$ cat config.mk
export PLATFORM = sky130hd
export DESIGN_NAME = aepc_device_flat
export DESIGN_NICKNAME = d
export VERILOG_FILES = /design/src/hw/aepc_pkg.sv /design/src/hw/aepc_link_if.sv /design/src/hw/aepc_device.sv /design/src/flat_wrapper.sv
export SDC_FILE = /design/constraint.sdc
export NUM_CORES = 1
export LEC_CHECK = 0
export BUFFER_PORTS_ARGS = -buffer_cell sky130_fd_sc_hd__buf_2
export CELL_PAD_IN_SITES_DETAIL_PLACEMENT = 0
export CELL_PAD_IN_SITES_GLOBAL_PLACEMENT = 2
export CORE_ASPECT_RATIO = 1.75
export CORE_MARGIN = 5
export CORE_UTILIZATION = 36
export DETAILED_ROUTE_END_ITERATION = 6
export HOLD_SLACK_MARGIN = 0.05
export PLACE_DENSITY = 0.86
export SLEW_MARGIN = 10
export SYNTH_ARGS = -nofsm -noshare
export SYNTH_HDL_FRONTEND = slang
export SYNTH_SLANG_ARGS = --single-unit
export TNS_END_PERCENT = 5
$ cat constraint.sdc
create_clock -name pclk -period 4.9 [get_ports pclk]
set_input_delay 0.245 -clock pclk [delete_from_list [all_inputs] [get_ports pclk]]
set_output_delay 0.245 -clock pclk [all_outputs]
set_load 0.02 [all_outputs]
$ cat src/hw/aepc_pkg.sv
// Package with shared constants and types for the external pacing control block.
package aepc_pkg;
  localparam int unsigned clk_mhz = 125;
  localparam int unsigned free_run_ns = 18000;
  localparam int unsigned free_run_cycles = free_run_ns * clk_mhz / 1000;
  localparam int unsigned start_delay_ns = 3000;
  localparam int unsigned start_delay_cycles = start_delay_ns * clk_mhz / 1000;
  localparam int unsigned pace_step_ns = 600;
  localparam int unsigned pace_step_cycles = pace_step_ns * clk_mhz / 1000;
  localparam int unsigned pulse_min_ns = 1000;
  localparam int unsigned pulse_min_cycles = (pulse_min_ns * clk_mhz + 999) / 1000;
  localparam int unsigned pulse_max_ns = 15000;
  localparam int unsigned pulse_max_cycles = pulse_max_ns * clk_mhz / 1000;
  localparam int unsigned convert_ns = 15000;
  localparam int unsigned convert_cycles = convert_ns * clk_mhz / 1000;
  localparam logic [15:0] pace_base = 16'hfff6;
  localparam logic [15:0] pace_reset = 16'hfff6;
  localparam logic [7:0] pace_offset = 8'h04;
  localparam logic [7:0] data_offset = 8'h40;
  localparam logic [7:0] data_top = 8'h7e;
  localparam int unsigned busy_bit = 15;
  localparam int unsigned pipe_extra = 2;
  localparam logic [11:0] ctl_offset = 12'h000;
  localparam logic [11:0] stat_offset = 12'h004;
  localparam logic [11:0] pace_reg_offset = 12'h008;
  localparam logic [11:0] data_reg_offset = 12'h00c;
  localparam logic [2:0] cmd_read = 3'h1;
  localparam logic [2:0] cmd_pace = 3'h2;
  localparam logic [2:0] cmd_pulse = 3'h4;
  localparam logic [7:0] pulse_len_reset = 8'h40;
  localparam logic [7:0] bypass_lag_reset = 8'h40;
  typedef enum {st_idle, st_wait, st_delay, st_pace, st_convert} aepc_state_t;
  typedef enum {hs_idle, hs_bus, hs_pulse, hs_lag} aepc_host_state_t;
endpackage

$ cat src/hw/aepc_link_if.sv
// Interface that joins the register port and pacing lines of the device and its controller.
`timescale 1ns/10ps
interface aepc_link_if;
  logic req;
  logic wr;
  logic [7:0] addr;
  logic [15:0] wdata;
  logic [15:0] rdata;
  logic ack;
  logic pace_bypass_line;
  logic external_hold_line;
  modport device (input req, input wr, input addr, input wdata, output rdata, output ack,
    input pace_bypass_line, input external_hold_line);
  modport host (output req, output wr, output addr, output wdata, input rdata, input ack,
    output pace_bypass_line, output external_hold_line);
endinterface

$ cat src/hw/aepc_device.sv
// Device end: register port, control line sampling and conversion pacing.
`timescale 1ns/10ps
module aepc_device
  import aepc_pkg::*;
#(
  parameter int unsigned pending_max = 15
)(
  input wire logic pclk,
  input wire logic presetn,
  input wire logic clk_en,
  aepc_link_if.device link,
  input wire logic [11:0] sample_in,
  output logic busy,
  output logic convert_strobe,
  output logic [3:0] convert_channel
);
  initial
  begin
    if (pending_max < 1 || pending_max > 255)
      $error("pending_max out of range");
  end
  aepc_state_t state;
  aepc_state_t next_state;
  logic [1:0] bypass_sync;
  logic [1:0] hold_sync;
  logic hold_prev;
  logic pulse_seen;
  logic [15:0] pace_interval;
  logic [7:0] pending;
  logic [3:0] last_channel;
  logic [15:0] stage1;
  logic [15:0] stage2;
  logic [19:0] count;
  logic [15:0] rdata_q;
  logic ack_q;
  wire bypass = bypass_sync[1];
  wire hold = hold_sync[1];
  wire hold_fall = hold_prev & ~hold;
  wire pace_hit = link.req & link.wr & (link.addr == pace_offset);
  wire data_hit = link.req & ~link.wr & (link.addr >= data_offset) & (link.addr <= data_top) & ~link.addr[0];
  wire queue_ok = data_hit & (pending < 8'(pending_max));
  wire [19:0] pace_steps = 20'(16'(pace_base - pace_interval));
  wire [19:0] pace_cycles = 20'(free_run_cycles) + 20'(pace_steps * 20'(pace_step_cycles));
  wire [19:0] gap_cycles = bypass ? 20'(free_run_cycles) : pace_cycles;
  wire count_done = (count == 20'd0);
  wire start_ok = (pending != 8'd0) & ~hold & (~pulse_seen | 1'b1);
  wire conv_done = (state == st_convert) & count_done;
  assign busy = (pending != 8'd0) | (state != st_idle);
  assign link.rdata = rdata_q;
  assign link.ack = ack_q;
  always_comb
  begin
    next_state = state;
    case (state)
      st_idle: if (start_ok) next_state = st_delay;
      st_wait: if (start_ok) next_state = st_pace;
      st_delay: if (count_done) next_state = st_convert;
      st_pace: if (count_done) next_state = st_convert;
      st_convert: if (count_done) next_state = (pending > 8'd1) ? st_wait : st_idle;
      default: next_state = st_idle;
    endcase
  end
  always_ff @(posedge pclk or negedge presetn)
  begin
    if (!presetn)
    begin
      bypass_sync <= 2'b00;
      hold_sync <= 2'b00;
      hold_prev <= 1'b0;
    end
    else if (clk_en)
    begin
      bypass_sync <= {bypass_sync[0], link.pace_bypass_line};
      hold_sync <= {hold_sync[0], link.external_hold_line};
      hold_prev <= hold;
    end
  end
  always_ff @(posedge pclk or negedge presetn)
  begin
    if (!presetn)
    begin
      state <= st_idle;
      count <= 20'd0;
      pulse_seen <= 1'b0;
    end
    else if (clk_en)
    begin
      state <= next_state;
      if (state != next_state)
        count <= (next_state == st_delay) ? 20'(start_delay_cycles) :
          (next_state == st_convert) ? 20'(convert_cycles) :
          (next_state == st_pace) ? gap_cycles - 20'(convert_cycles) : 20'd0;
      else if (!count_done)
        count <= count - 20'd1;
      if (hold_fall)
        pulse_seen <= 1'b1;
      else if (conv_done)
        pulse_seen <= 1'b0;
    end
  end
  always_ff @(posedge pclk or negedge presetn)
  begin
    if (!presetn)
    begin
      pace_interval <= pace_reset;
      pending <= 8'd0;
      last_channel <= 4'h0;
      stage1 <= 16'h0000;
      stage2 <= 16'h0000;
      rdata_q <= 16'h0000;
      ack_q <= 1'b0;
      convert_strobe <= 1'b0;
      convert_channel <= 4'h0;
    end
    else if (clk_en)
    begin
      ack_q <= link.req & ~ack_q;
      convert_strobe <= conv_done;
      if (pace_hit & ~ack_q)
        pace_interval <= link.wdata;
      if (data_hit & ~ack_q)
        rdata_q <= busy ? {1'b1, stage2[14:0]} : {1'b0, stage2[14:0]};
      else if (link.req & ~ack_q)
        rdata_q <= 16'h0000;
      if (queue_ok & ~ack_q)
        last_channel <= link.addr[4:1];
      if (conv_done)
      begin
        stage1 <= {4'h0, sample_in};
        stage2 <= stage1;
        convert_channel <= last_channel;
      end
      pending <= pending + 8'(queue_ok & ~ack_q) - 8'(conv_done);
    end
  end
endmodule

$ cat src/flat_wrapper.sv
// flat-port wrapper written by rule: the top's interface ports become plain ports
module aepc_device_flat import aepc_pkg::*;
#(
  parameter int unsigned pending_max = 15
)
  (pclk, presetn, clk_en, sample_in, busy, convert_strobe, convert_channel, link_req, link_wr, link_addr, link_wdata, link_rdata, link_ack, link_pace_bypass_line, link_external_hold_line);
  aepc_link_if link_i ();
  input wire logic pclk;
  input wire logic presetn;
  input wire logic clk_en;
  input wire logic [11:0] sample_in;
  output logic busy;
  output logic convert_strobe;
  output logic [3:0] convert_channel;
  input wire logic [$bits(link_i.req)-1:0] link_req;
  input wire logic [$bits(link_i.wr)-1:0] link_wr;
  input wire logic [$bits(link_i.addr)-1:0] link_addr;
  input wire logic [$bits(link_i.wdata)-1:0] link_wdata;
  output wire logic [$bits(link_i.rdata)-1:0] link_rdata;
  output wire logic [$bits(link_i.ack)-1:0] link_ack;
  input wire logic [$bits(link_i.pace_bypass_line)-1:0] link_pace_bypass_line;
  input wire logic [$bits(link_i.external_hold_line)-1:0] link_external_hold_line;
  assign link_i.req = link_req;
  assign link_i.wr = link_wr;
  assign link_i.addr = link_addr;
  assign link_i.wdata = link_wdata;
  assign link_rdata = link_i.rdata;
  assign link_ack = link_i.ack;
  assign link_i.pace_bypass_line = link_pace_bypass_line;
  assign link_i.external_hold_line = link_external_hold_line;
  aepc_device #(.pending_max(pending_max)) u_core (.pclk(pclk), .presetn(presetn), .clk_en(clk_en), .link(link_i), .sample_in(sample_in), .busy(busy), .convert_strobe(convert_strobe), .convert_channel(convert_channel));
endmodule
-- Word level (Yosys, flattened, before mapping)
Index checks and enable logic that the tools add are counted.
- add/subtract/negate cells: 6
- multiply operators: 1
- $lt $le $gt $ge: 4
- eq/ne operators: 11
- multiplexer cells: 15
- bitwise gates (word level): 20
- reductions and logical operators: 11
- operator list (cell ; count):
    32-bit two-way mux ; 4
    32-bit case mux with 4 select lines ; 1
    20-bit two-way mux ; 6
    32-bit by 3-bit == test with 1-bit output, second input constant ; 3
    32-bit by 2-bit == test with 1-bit output, second input constant ; 2
    32-bit by 4-bit == test with 1-bit output, second input constant ; 2
    16-bit two-way mux ; 3
    32-bit by 1-bit == test with 1-bit output, second input constant ; 1
    32-bit zero test ; 1
    32-bit != test ; 1
    32-bit nonzero test ; 1
    12-bit by 20-bit adder with 20-bit output, first input constant ; 1
    20-bit zero test ; 1
    16-bit by 7-bit multiplier with 20-bit output, second input constant ; 1
    20-bit by 1-bit subtractor with 20-bit output, second input constant ; 1
    20-bit by 11-bit subtractor with 20-bit output, second input constant ; 1
    16-bit subtractor, first input constant ; 1
    1-bit bitwise AND ; 13
    2-bit AND reduction ; 5
    8-bit adder ; 1
    1-bit by 8-bit bitwise AND with 8-bit output ; 1
    8-bit by 3-bit == test with 1-bit output, second input constant ; 1
    8-bit by 7-bit greater-or-equal comparator with 1-bit output, second input constant ; 1
    8-bit by 1-bit greater-than comparator with 1-bit output, second input constant ; 1
    other kinds (11) ; 14
- flip-flop bits (word level): 130
- input bits: 43
- output and inout port bits: 23
- logic and storage cells: 81

-- Depth between registers and ports, before layout
- depth after elaboration: 9
- mapped depth: 23
- depth with buffers taken out: 22

-- Worst setup path before layout
Ideal clock, no wire load.
- path kind: register to register
- from: register u_core.pace_interval[1]
- to: register u_core.count[18]
- library setup time: 0.134 ns
- arrival time: 5.325 ns
- data required time: 4.766 ns
- setup slack: -0.560 ns
- cell stages (with the launch flop): 21
- buffers on the path: 0
- path through: dfstp_2 -> nand3_1 -> nand2b_1 -> nand4_1 -> xor2_1 -> ha_1 -> fa_1 -> inv_1 -> fa_1 -> fa_1 -> inv_1 -> ha_1 -> and2_4 -> a221oi_2 -> a211oi_2 -> o41ai_1 -> mux2i_1 -> and3_4 -> and4bb_1 -> xor2_1 -> o221ai_2
- cells in the longest elaborated chain, start to end: 9
- RTL lines (what ; line ; source):
    start, declared ; aepc_device.sv:28 ; logic [15:0] pace_interval;
    start signal, assigned ; aepc_device.sv:105 ; pace_interval <= pace_reset;
    start signal, assigned ; aepc_device.sv:120 ; pace_interval <= link.wdata;
    16-bit subtractor ; aepc_device.sv:42 ; wire [19:0] pace_steps = 20'(16'(pace_base - pace_interval));
    16-bit by 7-bit multiplier with 20-bit output ; aepc_device.sv:43 ; wire [19:0] pace_cycles = 20'(free_run_cycles) + 20'(pace_steps * 20'(pace_step_cycles));
    12-bit by 20-bit adder with 20-bit output ; aepc_device.sv:43 ;
    20-bit two-way mux ; aepc_device.sv:44 ; wire [19:0] gap_cycles = bypass ? 20'(free_run_cycles) : pace_cycles;
    20-bit by 11-bit subtractor with 20-bit output ; aepc_device.sv:92 ; (next_state == st_pace) ? gap_cycles - 20'(convert_cycles) : 20'd0;
    20-bit two-way mux ; aepc_device.sv:92 ;
    20-bit two-way mux ; aepc_device.sv:91 ; (next_state == st_convert) ? 20'(convert_cycles) :
    20-bit two-way mux ; aepc_device.sv:90 ; count <= (next_state == st_delay) ? 20'(start_delay_cycles) :
    20-bit two-way mux ; aepc_device.sv:89 ; if (state != next_state)
    end signal, assigned ; aepc_device.sv:90 ;
    end signal, assigned ; aepc_device.sv:94 ; count <= count - 20'd1;
    end, declared ; aepc_device.sv:33 ; logic [19:0] count;
No other way between the ends.
A chain may end at the register's enable or synchronous reset.

-- Final worst setup path
Ends and elaborated chain as after synthesis.

==> impl_metrics.toml <==
[floorplanning]
die_h_um = 215
row_count = 75
initial_core_util_pct = 36.4
die_w_um = 127
die_area_um2 = 27400
core-area_um2 = 23800
io_pins = 66

[yosys]
ys_types = 83
avgSynthCellArea_um2 = 10.2
synth.most_common_cell = "dfrtp_1"
seq_area_frac_synth_pct = 36.9
synth.top_cells.by_count = "dfrtp_1 (113), inv_1 (77), ha_1 (74), mux2_2 (54), nor2_1 (50)"
postSynthCellCount = 846
synth.area.top_cells = "dfrtp_1 (33%), ha_1 (11%), mux2_2 (7.0%), fa_1 (6.5%), dfstp_2 (4.2%)"
ys.flop_type = "dfrtp_1"
synth_edf_count = 0
synth-async-reset-ratio_pct = 100
syn_area_um2 = 8670
synth_warnings = 0
yosys.area.top_type = "dfrtp_1"
synth.top_cell.area_share_pct = 32.6
ys_ff_latch = 127

[timing]
slew_viol_final = 0
final-setup-viol-count = 9
rsz0062_at_grt = "yes"
min_period_over_period_pct = 106
whs_ps = 77.4
hold_viol = 0
clock.fmax_mhz = 192
skew_ps = 9.47
finalCriticalPeriod_ps = 5210
setup_tns_ps = -1570
maxSlewHeadroom_pct = 30.8
worst_slack_ps = -314
worst_pin_slew_ps = 1040

[grt]
first_global_vias = 7181
grt_usage_pct = 15.5
grt_max_degree = 80
met1_usage_pct = 16.7
grt_pass1_wl_um = 34100
top_usage_layer = "met2"
use_met2_pct = 28.5
globalRouteOverflowTotal = 0
grt_util_met3_pct = 2.43
antenna_found_initial = 0

[detailed_routing]
drt_iter0_drc = 253
wire_per_inst_um = 14.9
ant_nets = 0
dr.pass1.iters = 4
vias_per_cell = 4.95
num_vias = 6730
routed_wl_um = 20300
drcViolationCount = 0

[run_status]
violations = "setup timing"
status = "finished with violations"

[critical_path]
max_stage_delay_ps = 570
cp.arrival_ps = 5510
crit_type = "reg2reg"
cp.required_ps = 5200
slowest_stage = "dfstp_2"
path_cells = "nand3_4, nand2b_4, nand4_1, xor2_2, ha_1, fa_1, inv_2, fa_1, fa_1, inv_2, ha_4, and2_4, a221oi_4, nand2_2, mux2i_2, or4_4, and3_4, and4bb_1, xor2_1, o221ai_2"
path_common_cell = "fa_1"
crit_fanout = 8
crit_path_end_kind = "flip-flop"
start_kind = "flip-flop"

[placed_design]
post_dp_cell_area_um2 = 10100
dp_hpwl_um = 15700
place_congestion = 0.795
portBuffers = 62
placed_cells = 1292
pre_cts_slack_ps = -337

[clocking]
numCtsBuffers = 17
path_clk_slew_ps = 60
cts_max_path_buffers = 2
insertion_delay_ps = 430
clkSinkCount = 127
cts_tree = "built"
htreeDepth = 4
clockRootBuffer = "clkbuf_16"

[power]
ir_worst_vdd_uv = 227
powerDensity_nw_per_um2 = 356
finalPower_mw = 3.96
p_leak_nw = 5.42

[cells_and_area]
final_util_pct = 46.7
antenna-diode-count = 0
area_delta_synth_final_pct = 28.3
final_cell_count_no_fill = 1359
num-nets-final = 1183
drive_gt1_share_pct = 31.3
final_cell_area_um2 = 11100

[min_path]
hold_class = "in2reg"

[job]
maxCapViolations = 0
## power breakdown
part           switching (mW)  total [mW]  internal (mW)
Combinational           0.762        1.49          0.725
Clock                   0.556        1.28          0.724
Sequential             0.0733        1.19           1.12
## cell families (layout without fill, tap and decap cells)
family / count (synthesis) / count (layout) / share of synthesized area [%]
AND/OR/NAND/NOR: 237 / 237 / 15.1
AO/OA/AOI/OAI: 166 / 166 / 13.1
flip-flops: 127 / 127 / 36.9
buffers and inverters: 104 / 307 / 4.85
adder cells (fa/ha/maj): 102 / 102 / 17.2
multiplexers: 60 / 60 / 7.71
XOR/XNOR: 49 / 49 / 5.11
other: 1 / 3 / 0.0433
## critical path, delay by kind of cell, from the launching register on
family	cells	cell delay, ps
buffers and inverters	2	90
adders and majority gates	5	2010
AOI/OAI and AO/OA	2	430
xor gates and xnor gates	2	350
muxes	1	170
DFF	1	570
and+or+nand+nor	8	1460
## layout make-up
cell class / count / area [um^2]
Clock buffer: 17 / 425
Clock inverter: 15 / 165
Fill cell: 2335 / 12700
Inverter: 77 / 289
Multi-Input combinational cell: 617 / 5250
Sequential cell: 127 / 3200
Tap cell: 308 / 385
Timing Repair Buffer: 198 / 1410
## repair_timing
action,in CTS,in global routing
resized for setup,19,9
endpoints found under the setup margin,10,12
hold buffers,27,2
hold endpoints to repair,78,2
pin swaps,7,12
setup buffers,2,4
## routing by layer
| metal | up-vias | wire (um) |
|---|---|---|
| li1 | 3343 | - |
| met1 | 3257 | 7840 |
| met2 | 87 | 11200 |
| met3 | 43 | 383 |
| met4 | 0 | 822 |
| met5 | - | 0 |
## flip-flops by register name (all words and copies together) (netlist names)
signal	flops
u_core.bypass_sync	2
u_core.stage2	12
u_core.link.ack	1
u_core.pace_interval	16
u_core.pending	8
u_core.convert_strobe	1
u_core.stage1	12
u_core.hold_sync	2
u_core.count	20
u_core.convert_channel	4
u_core.last_channel	4
u_core.state	32
u_core.link.rdata	13
## worst paths after layout
kind,start,to,slack [ps],depth (start not counted)
hold reg to reg,u_core.state[26],u_core.state[26],490,1
min in group asynchronous,presetn,u_core.pending[3],520,2
hold / removal,sample_in[1],u_core.stage1[1],80,2
setup / recovery,u_core.pace_interval[1],u_core.count[18],-310,20
setup reg to reg,u_core.pace_interval[1],u_core.count[18],-310,20
max in group asynchronous,presetn,u_core.count[5],3100,3
## placed cells by master (no fill, tap or decap), types with 8 or more instances in the layout
| cell | synthesis | final |
|---|---|---|
| nor3_1 | 20 | 17 |
| a22o_1 | 14 | 14 |
| dfrtp_1 | 113 | 113 |
| nand3_1 | 14 | 13 |
| nand2_1 | 43 | 41 |
| inv_1 | 77 | 74 |
| fa_1 | 28 | 28 |
| nor4_1 | 8 | 8 |
| xnor2_1 | 29 | 26 |
| and2_1 | 30 | 30 |
| xor2_1 | 19 | 16 |
| mux2_2 | 54 | 54 |
| ha_1 | 74 | 69 |
| buf_4 | 3 | 108 |
| buf_2 | 3 | 61 |
| clkbuf_16 | 0 | 17 |
| o21ai_1 | 8 | 12 |
| nor2_1 | 50 | 50 |
| dfstp_2 | 14 | 14 |
| nand4_1 | 9 | 9 |
| a21oi_1 | 40 | 38 |
| dlygate4sd3_1 | 0 | 29 |
| nand2b_1 | 10 | 9 |
| nor2b_1 | 10 | 10 |
| o21ai_0 | 37 | 33 |
| a21o_1 | 9 | 9 |
Note: power is estimated with default switching activity, not from simulation.
